--- config.mk ---
export PLATFORM = sky130hd
export DESIGN_NAME = sdtc_ctrl
export DESIGN_NICKNAME = d
export VERILOG_FILES = /design/src/verilog/sdtc_pkg.sv /design/src/verilog/sdtc_stream_if.sv /design/src/verilog/sdtc_buf2.sv /design/src/verilog/sdtc_ctrl.sv
export SDC_FILE = /design/constraint.sdc
export NUM_CORES = 1
export LEC_CHECK = 0
export ABC_AREA = 0
export CAP_MARGIN = 20
export CORE_ASPECT_RATIO = 1.5
export CORE_MARGIN = 1
export CORE_UTILIZATION = 57
export CTS_CLUSTER_SIZE = 28
export DETAILED_ROUTE_END_ITERATION = 8
export DONT_BUFFER_PORTS = 1
export PLACE_DENSITY_LB_ADDON = 0.3
export SLEW_MARGIN = 40
export SYNTH_ARGS = -nofsm -noshare
export SYNTH_HDL_FRONTEND = slang
export SYNTH_SLANG_ARGS = --single-unit
--- constraint.sdc ---
create_clock -name clock -period 2.15 [get_ports clock]
set_input_delay 0.43 -clock clock [delete_from_list [all_inputs] [get_ports clock]]
set_output_delay 0.43 -clock clock [all_outputs]
set_load 0.02 [all_outputs]
--- src/verilog/sdtc_pkg.sv ---
`default_nettype none
package sdtc_pkg;
  // clock and wall-clock derived counts
  localparam int CLK_KHZ        = 10000;
  localparam int CLK_NS         = 100;
  localparam int INIT_WAIT_US   = 100;
  localparam int INIT_CYCLES    = INIT_WAIT_US * CLK_KHZ / 1000;
  localparam int REF_PERIOD_MS  = 64;
  localparam int REF_COUNT      = 4096;
  localparam int REF_INTERVAL   = REF_PERIOD_MS * CLK_KHZ / REF_COUNT;
  localparam int INIT_REFRESHES = 2;

  // device timing in clock cycles, except CKA_NS in nanoseconds
  localparam int T_MCD    = 2;
  localparam int T_RCD    = 3;
  localparam int T_RAS    = 6;
  localparam int T_RP     = 3;
  localparam int T_RC     = 10;
  localparam int T_RRD    = 2;
  localparam int T_DPL    = 2;
  localparam int T_DAL    = 5;
  localparam int CAS_LAT  = 3;
  localparam int CKA_NS   = 3;
  localparam int T_CKA    = 1 + (CKA_NS + CLK_NS - 1) / CLK_NS;
  localparam int RW_GAP   = (T_RC - T_RCD > T_DAL) ? (T_RC - T_RCD) : T_DAL;

  // widths and address layout
  localparam int ADDR_W   = 12;
  localparam int ROW_W    = 11;
  localparam int COL_W    = 10;
  localparam int DQ_W     = 16;
  localparam int DQM_W    = 2;
  localparam int WAIT_W   = 11;
  localparam int REFC_W   = 8;
  localparam int BANK_BIT = 11;
  localparam int AP_BIT   = 10;
  localparam int BUF_DEPTH = 2;
  localparam logic [ADDR_W-1:0] ADDR_PALL = ADDR_W'(1) << AP_BIT;
  // burst length one, sequential, cas latency three, burst write
  localparam logic [ADDR_W-1:0] MODE_WORD = 12'h030;

  // {ras_n, cas_n, we_n} encodings
  localparam logic [2:0] CMD_MRS   = 3'h0;
  localparam logic [2:0] CMD_REF   = 3'h1;
  localparam logic [2:0] CMD_PRE   = 3'h2;
  localparam logic [2:0] CMD_ACT   = 3'h3;
  localparam logic [2:0] CMD_WRITE = 3'h4;
  localparam logic [2:0] CMD_READ  = 3'h5;
  localparam logic [2:0] CMD_BST   = 3'h6;
  localparam logic [2:0] CMD_NOP   = 3'h7;

  typedef enum logic [7:0] {
    ST_WAIT = 8'h01,
    ST_PALL = 8'h02,
    ST_IREF = 8'h04,
    ST_MRS  = 8'h08,
    ST_IDLE = 8'h10,
    ST_RW   = 8'h20,
    ST_SREF = 8'h40,
    ST_PDN  = 8'h80
  } sdtc_state_e;

  // wait count that puts the next command g cycles after this one
  function automatic logic [WAIT_W-1:0] gap(input int g);
    return WAIT_W'(g - 2);
  endfunction
endpackage
`default_nettype wire

--- src/verilog/sdtc_stream_if.sv ---
`default_nettype none
interface sdtc_stream_if
  import sdtc_pkg::*;
();
  // word stream with valid and ready
  logic            valid;
  logic            ready;
  logic [DQ_W-1:0] data;
  modport src (output valid, output data, input ready);
  modport snk (input valid, input data, output ready);
endinterface
`default_nettype wire

--- src/verilog/sdtc_buf2.sv ---
`default_nettype none
module sdtc_buf2
  import sdtc_pkg::*;
(
  input wire logic   clock,
  input wire logic   rst,
  sdtc_stream_if.snk in_s,
  sdtc_stream_if.src out_s
);
  logic [DQ_W-1:0] mem_q [BUF_DEPTH];
  logic            wr_ptr_q;
  logic            rd_ptr_q;
  logic [1:0]      count_q;
  logic [1:0]      count_d;
  wire             push;
  wire             pop;

  // handshakes and occupancy
  assign push        = in_s.valid && in_s.ready;
  assign pop         = out_s.valid && out_s.ready;
  assign in_s.ready  = count_q != 2'(BUF_DEPTH);
  assign out_s.valid = count_q != 2'h0;
  assign out_s.data  = mem_q[rd_ptr_q];
  assign count_d     = (push && !pop) ? count_q + 2'h1 :
                       (!push && pop) ? count_q - 2'h1 : count_q;

  // pointers and count
  always_ff @(posedge clock) begin
    if (rst) begin
      wr_ptr_q <= 1'b0;
      rd_ptr_q <= 1'b0;
      count_q  <= 2'h0;
    end else begin
      if (push) wr_ptr_q <= ~wr_ptr_q;
      if (pop) rd_ptr_q <= ~rd_ptr_q;
      count_q <= count_d;
    end
  end

  // storage
  always_ff @(posedge clock) begin
    if (push) mem_q[wr_ptr_q] <= in_s.data;
  end
endmodule
`default_nettype wire

--- src/verilog/sdtc_ctrl.sv ---
// How it works
// - mode set issued once, after power-on wait, with both banks precharged
// - the next command comes two cycles after a mode set
// - read or write comes three cycles after activate; read data six after it
// - activate waits three cycles after any precharge
// - a bank stays active six cycles before it is precharged
// - activates to one bank and refreshes are ten cycles apart
// - activates to different banks are ten cycles apart too; one access runs at a time
// - write data is driven in the write command cycle
// - activate or refresh waits seven cycles after an auto-precharged write, the five of write recovery included
// - one refresh every 64 ms divided by 4096
// - self refresh is refresh with clock enable falling; exit waits a row cycle
// - power-down by clock enable low; left in time for refresh, then recovery
`default_nettype none
module sdtc_ctrl
  import sdtc_pkg::*;
(
  input  wire logic              clock,
  input  wire logic              rst,
  input  wire logic              req_valid,
  output logic                   req_ready,
  input  wire logic              req_write,
  input  wire logic              req_bank,
  input  wire logic [ROW_W-1:0]  req_row,
  input  wire logic [COL_W-1:0]  req_col,
  input  wire logic [DQ_W-1:0]   req_wdata,
  input  wire logic [DQM_W-1:0]  req_wmask,
  output logic                   rd_valid,
  input  wire logic              rd_ready,
  output logic [DQ_W-1:0]        rd_data,
  input  wire logic              selfref_req,
  input  wire logic              pdown_req,
  output logic                   init_done,
  output logic                   sd_cke,
  output logic                   sd_cs_n,
  output logic                   sd_ras_n,
  output logic                   sd_cas_n,
  output logic                   sd_we_n,
  output logic [ADDR_W-1:0]      sd_addr,
  output logic [DQM_W-1:0]       sd_dqm,
  output logic [DQ_W-1:0]        sd_dq_out,
  output logic                   sd_dq_oe,
  input  wire logic [DQ_W-1:0]   sd_dq_in
);
  // sequencer state and registered pin values
  sdtc_state_e         state_q, state_d;
  sdtc_state_e         ret_q, ret_d;
  logic [WAIT_W-1:0]   wait_q, wait_d;
  logic [2:0]          cmd_q, cmd_d;
  logic [ADDR_W-1:0]   addr_q, addr_d;
  logic                cke_q, cke_d;
  logic                cs_n_q;
  logic [DQ_W-1:0]     dq_q, dq_d;
  logic                oe_q, oe_d;
  logic [DQM_W-1:0]    dqm_q, dqm_d;
  // refresh and init bookkeeping
  logic [1:0]          iref_q;
  logic [REFC_W-1:0]   ref_cnt_q;
  logic                ref_pend_q;
  // accepted request and read capture
  logic                wr_q;
  logic                bank_q;
  logic [COL_W-1:0]    col_q;
  logic [DQ_W-1:0]     wdata_q;
  logic [DQM_W-1:0]    wmask_q;
  logic [CAS_LAT-1:0]  rd_pipe_q;
  logic                cap_valid_q;
  logic [DQ_W-1:0]     cap_q;
  logic                init_done_q;
  // sequencer strobes and decoded conditions
  logic                ref_clr;
  logic                sref_exit;
  logic                iref_dec;
  logic                take;
  wire                 ref_tick;
  wire                 ref_pend_d;
  wire                 idle_free;

  // capture side and user side of the read buffer
  sdtc_stream_if cap_if ();
  sdtc_stream_if rd_if ();

  // read words wait here while the receiver stalls
  sdtc_buf2 u_buf (
    .clock (clock),
    .rst   (rst),
    .in_s  (cap_if),
    .out_s (rd_if)
  );

  // buffer hookup and user side
  assign cap_if.valid = cap_valid_q;
  assign cap_if.data  = cap_q;
  assign rd_if.ready  = rd_ready;
  assign rd_valid     = rd_if.valid;
  assign rd_data      = rd_if.data;
  assign init_done    = init_done_q;
  assign idle_free    = (state_q == ST_IDLE) && !ref_pend_q && !selfref_req && !pdown_req;
  assign req_ready    = idle_free && (req_write || cap_if.ready);

  // pins straight from flops
  assign sd_cke    = cke_q;
  assign sd_cs_n   = cs_n_q;
  assign sd_ras_n  = cmd_q[2];
  assign sd_cas_n  = cmd_q[1];
  assign sd_we_n   = cmd_q[0];
  assign sd_addr   = addr_q;
  assign sd_dqm    = dqm_q;
  assign sd_dq_out = dq_q;
  assign sd_dq_oe  = oe_q;

  // refresh interval divider; a new due flag beats its clear
  assign ref_tick   = ref_cnt_q == '0;
  assign ref_pend_d = ref_tick || sref_exit || (ref_pend_q && !ref_clr);

  // command sequencer
  always_comb begin
    state_d   = state_q;
    ret_d     = ret_q;
    wait_d    = wait_q;
    cmd_d     = CMD_NOP;
    addr_d    = addr_q;
    cke_d     = cke_q;
    dq_d      = dq_q;
    oe_d      = 1'b0;
    dqm_d     = '0;
    ref_clr   = 1'b0;
    sref_exit = 1'b0;
    iref_dec  = 1'b0;
    take      = 1'b0;
    case (state_q)
      // count down, then go where the last command asked
      ST_WAIT: begin
        if (wait_q == '0) state_d = ret_q;
        else wait_d = wait_q - WAIT_W'(1);
      end
      // close both banks before the init refreshes
      ST_PALL: begin
        cmd_d   = CMD_PRE;
        addr_d  = ADDR_PALL;
        state_d = ST_WAIT;
        wait_d  = gap(T_RP);
        ret_d   = ST_IREF;
      end
      // init refreshes, a row cycle apart
      ST_IREF: begin
        cmd_d    = CMD_REF;
        iref_dec = 1'b1;
        state_d  = ST_WAIT;
        wait_d   = gap(T_RC);
        ret_d    = (iref_q == 2'h1) ? ST_MRS : ST_IREF;
      end
      // load the mode word, then let it settle
      ST_MRS: begin
        cmd_d   = CMD_MRS;
        addr_d  = MODE_WORD;
        state_d = ST_WAIT;
        wait_d  = gap(T_MCD);
        ret_d   = ST_IDLE;
      end
      // refresh first, then low power, then a new access
      ST_IDLE: begin
        if (ref_pend_q) begin
          cmd_d   = CMD_REF;
          ref_clr = 1'b1;
          state_d = ST_WAIT;
          wait_d  = gap(T_RC);
          ret_d   = ST_IDLE;
        end else if (selfref_req) begin
          cmd_d   = CMD_REF;
          cke_d   = 1'b0;
          state_d = ST_SREF;
        end else if (pdown_req) begin
          cke_d   = 1'b0;
          state_d = ST_PDN;
        end else if (req_valid && req_ready) begin
          take    = 1'b1;
          cmd_d   = CMD_ACT;
          addr_d  = {req_bank, req_row};
          state_d = ST_WAIT;
          wait_d  = gap(T_RCD);
          ret_d   = ST_RW;
        end
      end
      // column command with auto-precharge; closed page
      ST_RW: begin
        cmd_d   = wr_q ? CMD_WRITE : CMD_READ;
        addr_d  = {bank_q, 1'b1, col_q};
        if (wr_q) begin
          dq_d  = wdata_q;
          oe_d  = 1'b1;
          dqm_d = wmask_q;
        end
        state_d = ST_WAIT;
        wait_d  = gap(RW_GAP);
        ret_d   = ST_IDLE;
      end
      // hold clock enable low until the request drops
      ST_SREF: begin
        if (!selfref_req) begin
          cke_d     = 1'b1;
          sref_exit = 1'b1;
          state_d   = ST_WAIT;
          wait_d    = gap(T_RC);
          ret_d     = ST_IDLE;
        end
      end
      // wake for a due refresh or a dropped request
      ST_PDN: begin
        if (!pdown_req || ref_pend_q) begin
          cke_d   = 1'b1;
          state_d = ST_WAIT;
          wait_d  = gap(T_CKA);
          ret_d   = ST_IDLE;
        end
      end
      // an illegal code falls back to idle
      default: state_d = ST_IDLE;
    endcase
  end

  // sequencer and pin registers
  always_ff @(posedge clock) begin
    if (rst) begin
      state_q <= ST_WAIT;
      ret_q   <= ST_PALL;
      wait_q  <= gap(INIT_CYCLES);
      cmd_q   <= CMD_NOP;
      addr_q  <= '0;
      cke_q   <= 1'b1;
      cs_n_q  <= 1'b1;
      dq_q    <= '0;
      oe_q    <= 1'b0;
      dqm_q   <= '0;
    end else begin
      state_q <= state_d;
      ret_q   <= ret_d;
      wait_q  <= wait_d;
      cmd_q   <= cmd_d;
      addr_q  <= addr_d;
      cke_q   <= cke_d;
      cs_n_q  <= 1'b0;
      dq_q    <= dq_d;
      oe_q    <= oe_d;
      dqm_q   <= dqm_d;
    end
  end

  // refresh bookkeeping and init progress
  always_ff @(posedge clock) begin
    if (rst) begin
      ref_cnt_q   <= REFC_W'(REF_INTERVAL - 1);
      ref_pend_q  <= 1'b0;
      iref_q      <= 2'(INIT_REFRESHES);
      init_done_q <= 1'b0;
    end else begin
      ref_cnt_q  <= ref_tick ? REFC_W'(REF_INTERVAL - 1) : ref_cnt_q - REFC_W'(1);
      ref_pend_q <= ref_pend_d;
      if (iref_dec) iref_q <= iref_q - 2'h1;
      if (state_q == ST_IDLE) init_done_q <= 1'b1;
    end
  end

  // accepted request held for the column command
  always_ff @(posedge clock) begin
    if (rst) begin
      wr_q    <= 1'b0;
      bank_q  <= 1'b0;
      col_q   <= '0;
      wdata_q <= '0;
      wmask_q <= '0;
    end else if (take) begin
      wr_q    <= req_write;
      bank_q  <= req_bank;
      col_q   <= req_col;
      wdata_q <= req_wdata;
      wmask_q <= req_wmask;
    end
  end

  // read data captured cas latency after the read reaches the pins
  always_ff @(posedge clock) begin
    if (rst) begin
      rd_pipe_q   <= '0;
      cap_valid_q <= 1'b0;
      cap_q       <= '0;
    end else begin
      rd_pipe_q   <= {rd_pipe_q[CAS_LAT-2:0], cmd_q == CMD_READ};
      cap_valid_q <= rd_pipe_q[CAS_LAT-1];
      if (rd_pipe_q[CAS_LAT-1]) cap_q <= sd_dq_in;
    end
  end
endmodule
`default_nettype wire

==> metrics.cfg <==
[setup_path]
reg2reg_to = wait_q[5]$_SDFFE_PP1P_
critPathLaunchType = flop
path_common_cell = buf_4
crit_start = state_q[1]$_SDFFE_PP0P_
path_class = flop to output pin
arrival_ps = 1620
end_kind = output pin
r2r_cells = 8
crit_required_ps = 1720
cpLargestDelayFamily = simple AND/OR/NAND/NOR gates
critPathMaxFanout = 10
path_cells = buf_4 > nor2_2 > and4_4 > nand2_1 > nor2_1 > buf_4
cpMaxStageDelayCell = dfxtp_2
reg2reg_slack_ps = 100
r2r-start = wait_q[0]$_SDFFE_PP0P_
crit_buf_inv = 2
timing.critical_path.slowest_cell_delay_ps = 350

[global_routing]
grt_pass1_wl_um = 24300
grt_busiest_layer = met2
grt_max_degree = 107
antenna_found_initial = 0
globalRouteTotalUtil = 0.254
globalRouteMet3Util = 0.0703
grt_pass1_vias = 5047
gr-usage-met1 = 0.265
overflow = 0
use_met2 = 0.464

[timing]
period_share = 0.955
drv_slew = 0
setup_viol = 0
tns_ps = 0
slew_headroom = 0.534
final-hold-violation-count = 0
rsz0062_at_grt = yes
layout_min_cycle_time_ps = 2050
holdWs_ps = 48.5
tightest_slew_ps = 693
clock_skew_ps = 8.29
max_freq_ghz = 0.487

[floorplanning]
rows = 47
initial_core_util = 0.595
ios = 118
core_area_mm2 = 0.0112
dieHeight_um = 134
die_w_um = 90.2
fp.dieArea_mm2 = 0.0121

[synth]
syn_nets = 754
ys_ff_latch = 159
yosysUniqueCellTypes = 71
synth_edf_count = 32
synth_top_area_frac = 0.383
ys.flop_type = dfxtp_1
synth_top_area_cell = dfxtp_1
synth-seq-area-share = 0.527
synthArstFlopShare = 0
synth_area_per_cell_um2 = 9.68
netlist_area_mm2 = 0.00664
synth.area.top_cells = dfxtp_1, edfxtp_1, nand2_1
yosysWarnings = 0
synthCells = 686

[pwr]
ir_drop_mv = 0.566
clkPwrFrac = 0.484
p_leak_nw = 2.58
p_seq_frac = 0.498
p_int_mw = 4.76
p_switching_mw = 1.41
p_per_area_mw_per_mm2 = 822
power.switching_fraction = 0.229
power_frac_comb = 0.019

[hold_path]
hold_path_class = input pin to flop
whs_endpoint = sd_cs_n$_DFF_P_
hp-start = rst
holdPathStages = 0

[layout]
drive_gt1_frac = 0.172
syn_to_final_growth_pct = 13.0
n_antenna_cell = 0
layout.cells.non_filler = 852
layout.nets = 760
utilization = 0.672

[drt]
first_iter_violations = 253
drcViolationCount = 0
num_vias = 4963
detail-route-antenna-nets = 0
wire_per_inst_um = 17.6
wl_um = 15000
avgViaCountPerCell = 5.83
first_pass_iters = 5

[clocking]
cts_tree = done
cts.sinks = 159
htreeDepth = 4
clk_latency_ps = 420
ctsRootBufferMaster = clkbuf_16
clockBufferDepth = 2
path_clk_slew_ps = 70
cts_buffers = 17
hold_buffers = 0

[placement]
place_hpwl_um = 10500
dp.cells = 817
gp_congestion = 0.921
port_buffers = 0

[status]
status = finished, final reports clean

[run]
drv_cap = 0

[flip-flops by register name (all words and copies together), names as in the netlist, 2 cells and up, named ones only]
| register | count |
|---|---|
| u_buf.mem_q | 32 |
| sd_addr | 12 |
| cap_if.data | 16 |
| wmask_q | 2 |
| wdata_q | 16 |
| wait_q | 11 |
| sd_dq_out | 16 |
| u_buf.count_q | 2 |
| ret_q | 5 |
| state_q | 8 |
| iref_q | 2 |
| sd_dqm | 2 |
| cmd_q | 3 |
| col_q | 10 |
| ref_cnt_q | 8 |
| rd_pipe_q | 3 |
[cells in the final DEF, fill, tap and decap left out, types with 11 or more instances in the layout]
cell type / netlist / layout
a21oi_1: 60 / 60
clkbuf_16: 0 / 17
inv_1: 13 / 13
nand2_1: 125 / 125
nand3_1: 14 / 14
edfxtp_1: 32 / 32
nor3_1: 14 / 11
mux2_2: 17 / 17
o21ai_0: 14 / 14
mux2i_1: 17 / 17
a22oi_1: 11 / 11
buf_4: 2 / 28
nor2_1: 63 / 62
dfxtp_1: 127 / 123
[worst reg2reg max path, delay by kind of cell, from the launching register on]
family / cells / cell delay [ps]
adder cells (fa/ha/maj): 1 / 200
AO/OA/AOI/OAI: 2 / 610
flip-flops: 1 / 330
buffers and inverters: 1 / 90
AND/OR/NAND/NOR: 4 / 710
[cells in the mapped netlist, drive strengths merged (2+ instances only)]
cell type    n
dfxtp      127
nand2      126
nor2        63
a21oi       62
edfxtp      32
clkbuf      26
buf         18
nor3        18
mux2        17
mux2i       17
nand3       16
a211oi      14
o21ai       14
inv         13
a22oi       11
and2         9
o211ai       9
nor2b        8
or3          8
xor2         8
nor4         7
a21o         6
and3         6
nand2b       6
ha           5
a211o        3
a31oi        3
o31ai        3
xnor2        3
a311oi       2
and3b        2
nor3b        2
nor4b        2
o311ai       2
or2          2
or4          2
[worst max-delay path by stage]
stage,end,slack [ps],cells past startpoint
after floorplan,wait_q[5]$_SDFFE_PP1P_,140,8
after global placement,state_q[3]$_SDFFE_PP0P_,100,5
after detailed placement,wait_q[3]$_SDFFE_PP0P_,-9,6
after CTS,req_ready,9,6
after global routing,wait_q[5]$_SDFFE_PP1P_,-10,8
final,req_ready,100,6
[area by class of cell]
| type | count | area, um^2 |
|---|---|---|
| Clock buffer | 18 | 429 |
| Clock inverter | 14 | 171 |
| Fill cell | 864 | 3660 |
| Inverter | 13 | 48.8 |
| Multi-Input combinational cell | 470 | 2890 |
| Sequential cell | 159 | 3510 |
| Tap cell | 147 | 184 |
| Timing Repair Buffer | 31 | 270 |
[metal layers]
metal / vias to the layer above / routed length, um
met4: 0 / 384
met2: 160 / 7990
li1: 2401 / -
met1: 2369 / 5670
met3: 33 / 977
met5: - / 0
[power by group through the flow]
stage / Clock, mW / Sequential, mW / Combinational (mW)
after floorplan: 0 / 3.13 / 0.117
after global placement: 0 / 3.14 / 0.106
after detailed placement: 0 / 3.14 / 0.113
after CTS: 3.01 / 3.07 / 0.115
after global routing: 3.14 / 3.07 / 0.126
final: 2.98 / 3.07 / 0.114
[kinds of logic after synthesis]
| family | after synthesis | synth area share |
|---|---|---|
| and+or+nand+nor | 283 | 0.211 |
| DFF | 159 | 0.527 |
| AOI/OAI and AO/OA | 137 | 0.141 |
| buffers and inverters | 57 | 0.0418 |
| muxes | 34 | 0.0544 |
| xor gates and xnor gates | 11 | 0.0145 |
| adders and majority gates | 5 | 0.00942 |
[what timing repair did]
| item | in CTS | in global routing |
|---|---|---|
| pin swaps | 0 | 2 |
| buffers inserted | 1 | 2 |
| endpoints found under the setup margin | 2 | 22 |
| resized for setup | 4 | 9 |
[per-stage QoR]
| stage | worst slack (ps) | power, mW | cell area [um^2] |
|---|---|---|---|
| floorplan | 139 | 3.25 | 6640 |
| global placement | 105 | 3.24 | 6850 |
| detailed placement | -8.59 | 3.25 | 6850 |
| CTS | 8.91 | 6.20 | 7460 |
| global route | -12.0 | 6.34 | 7510 |
| finish | 97.7 | 6.17 | 7510 |
No activity file was read; power rests on OpenSTA's default activity.
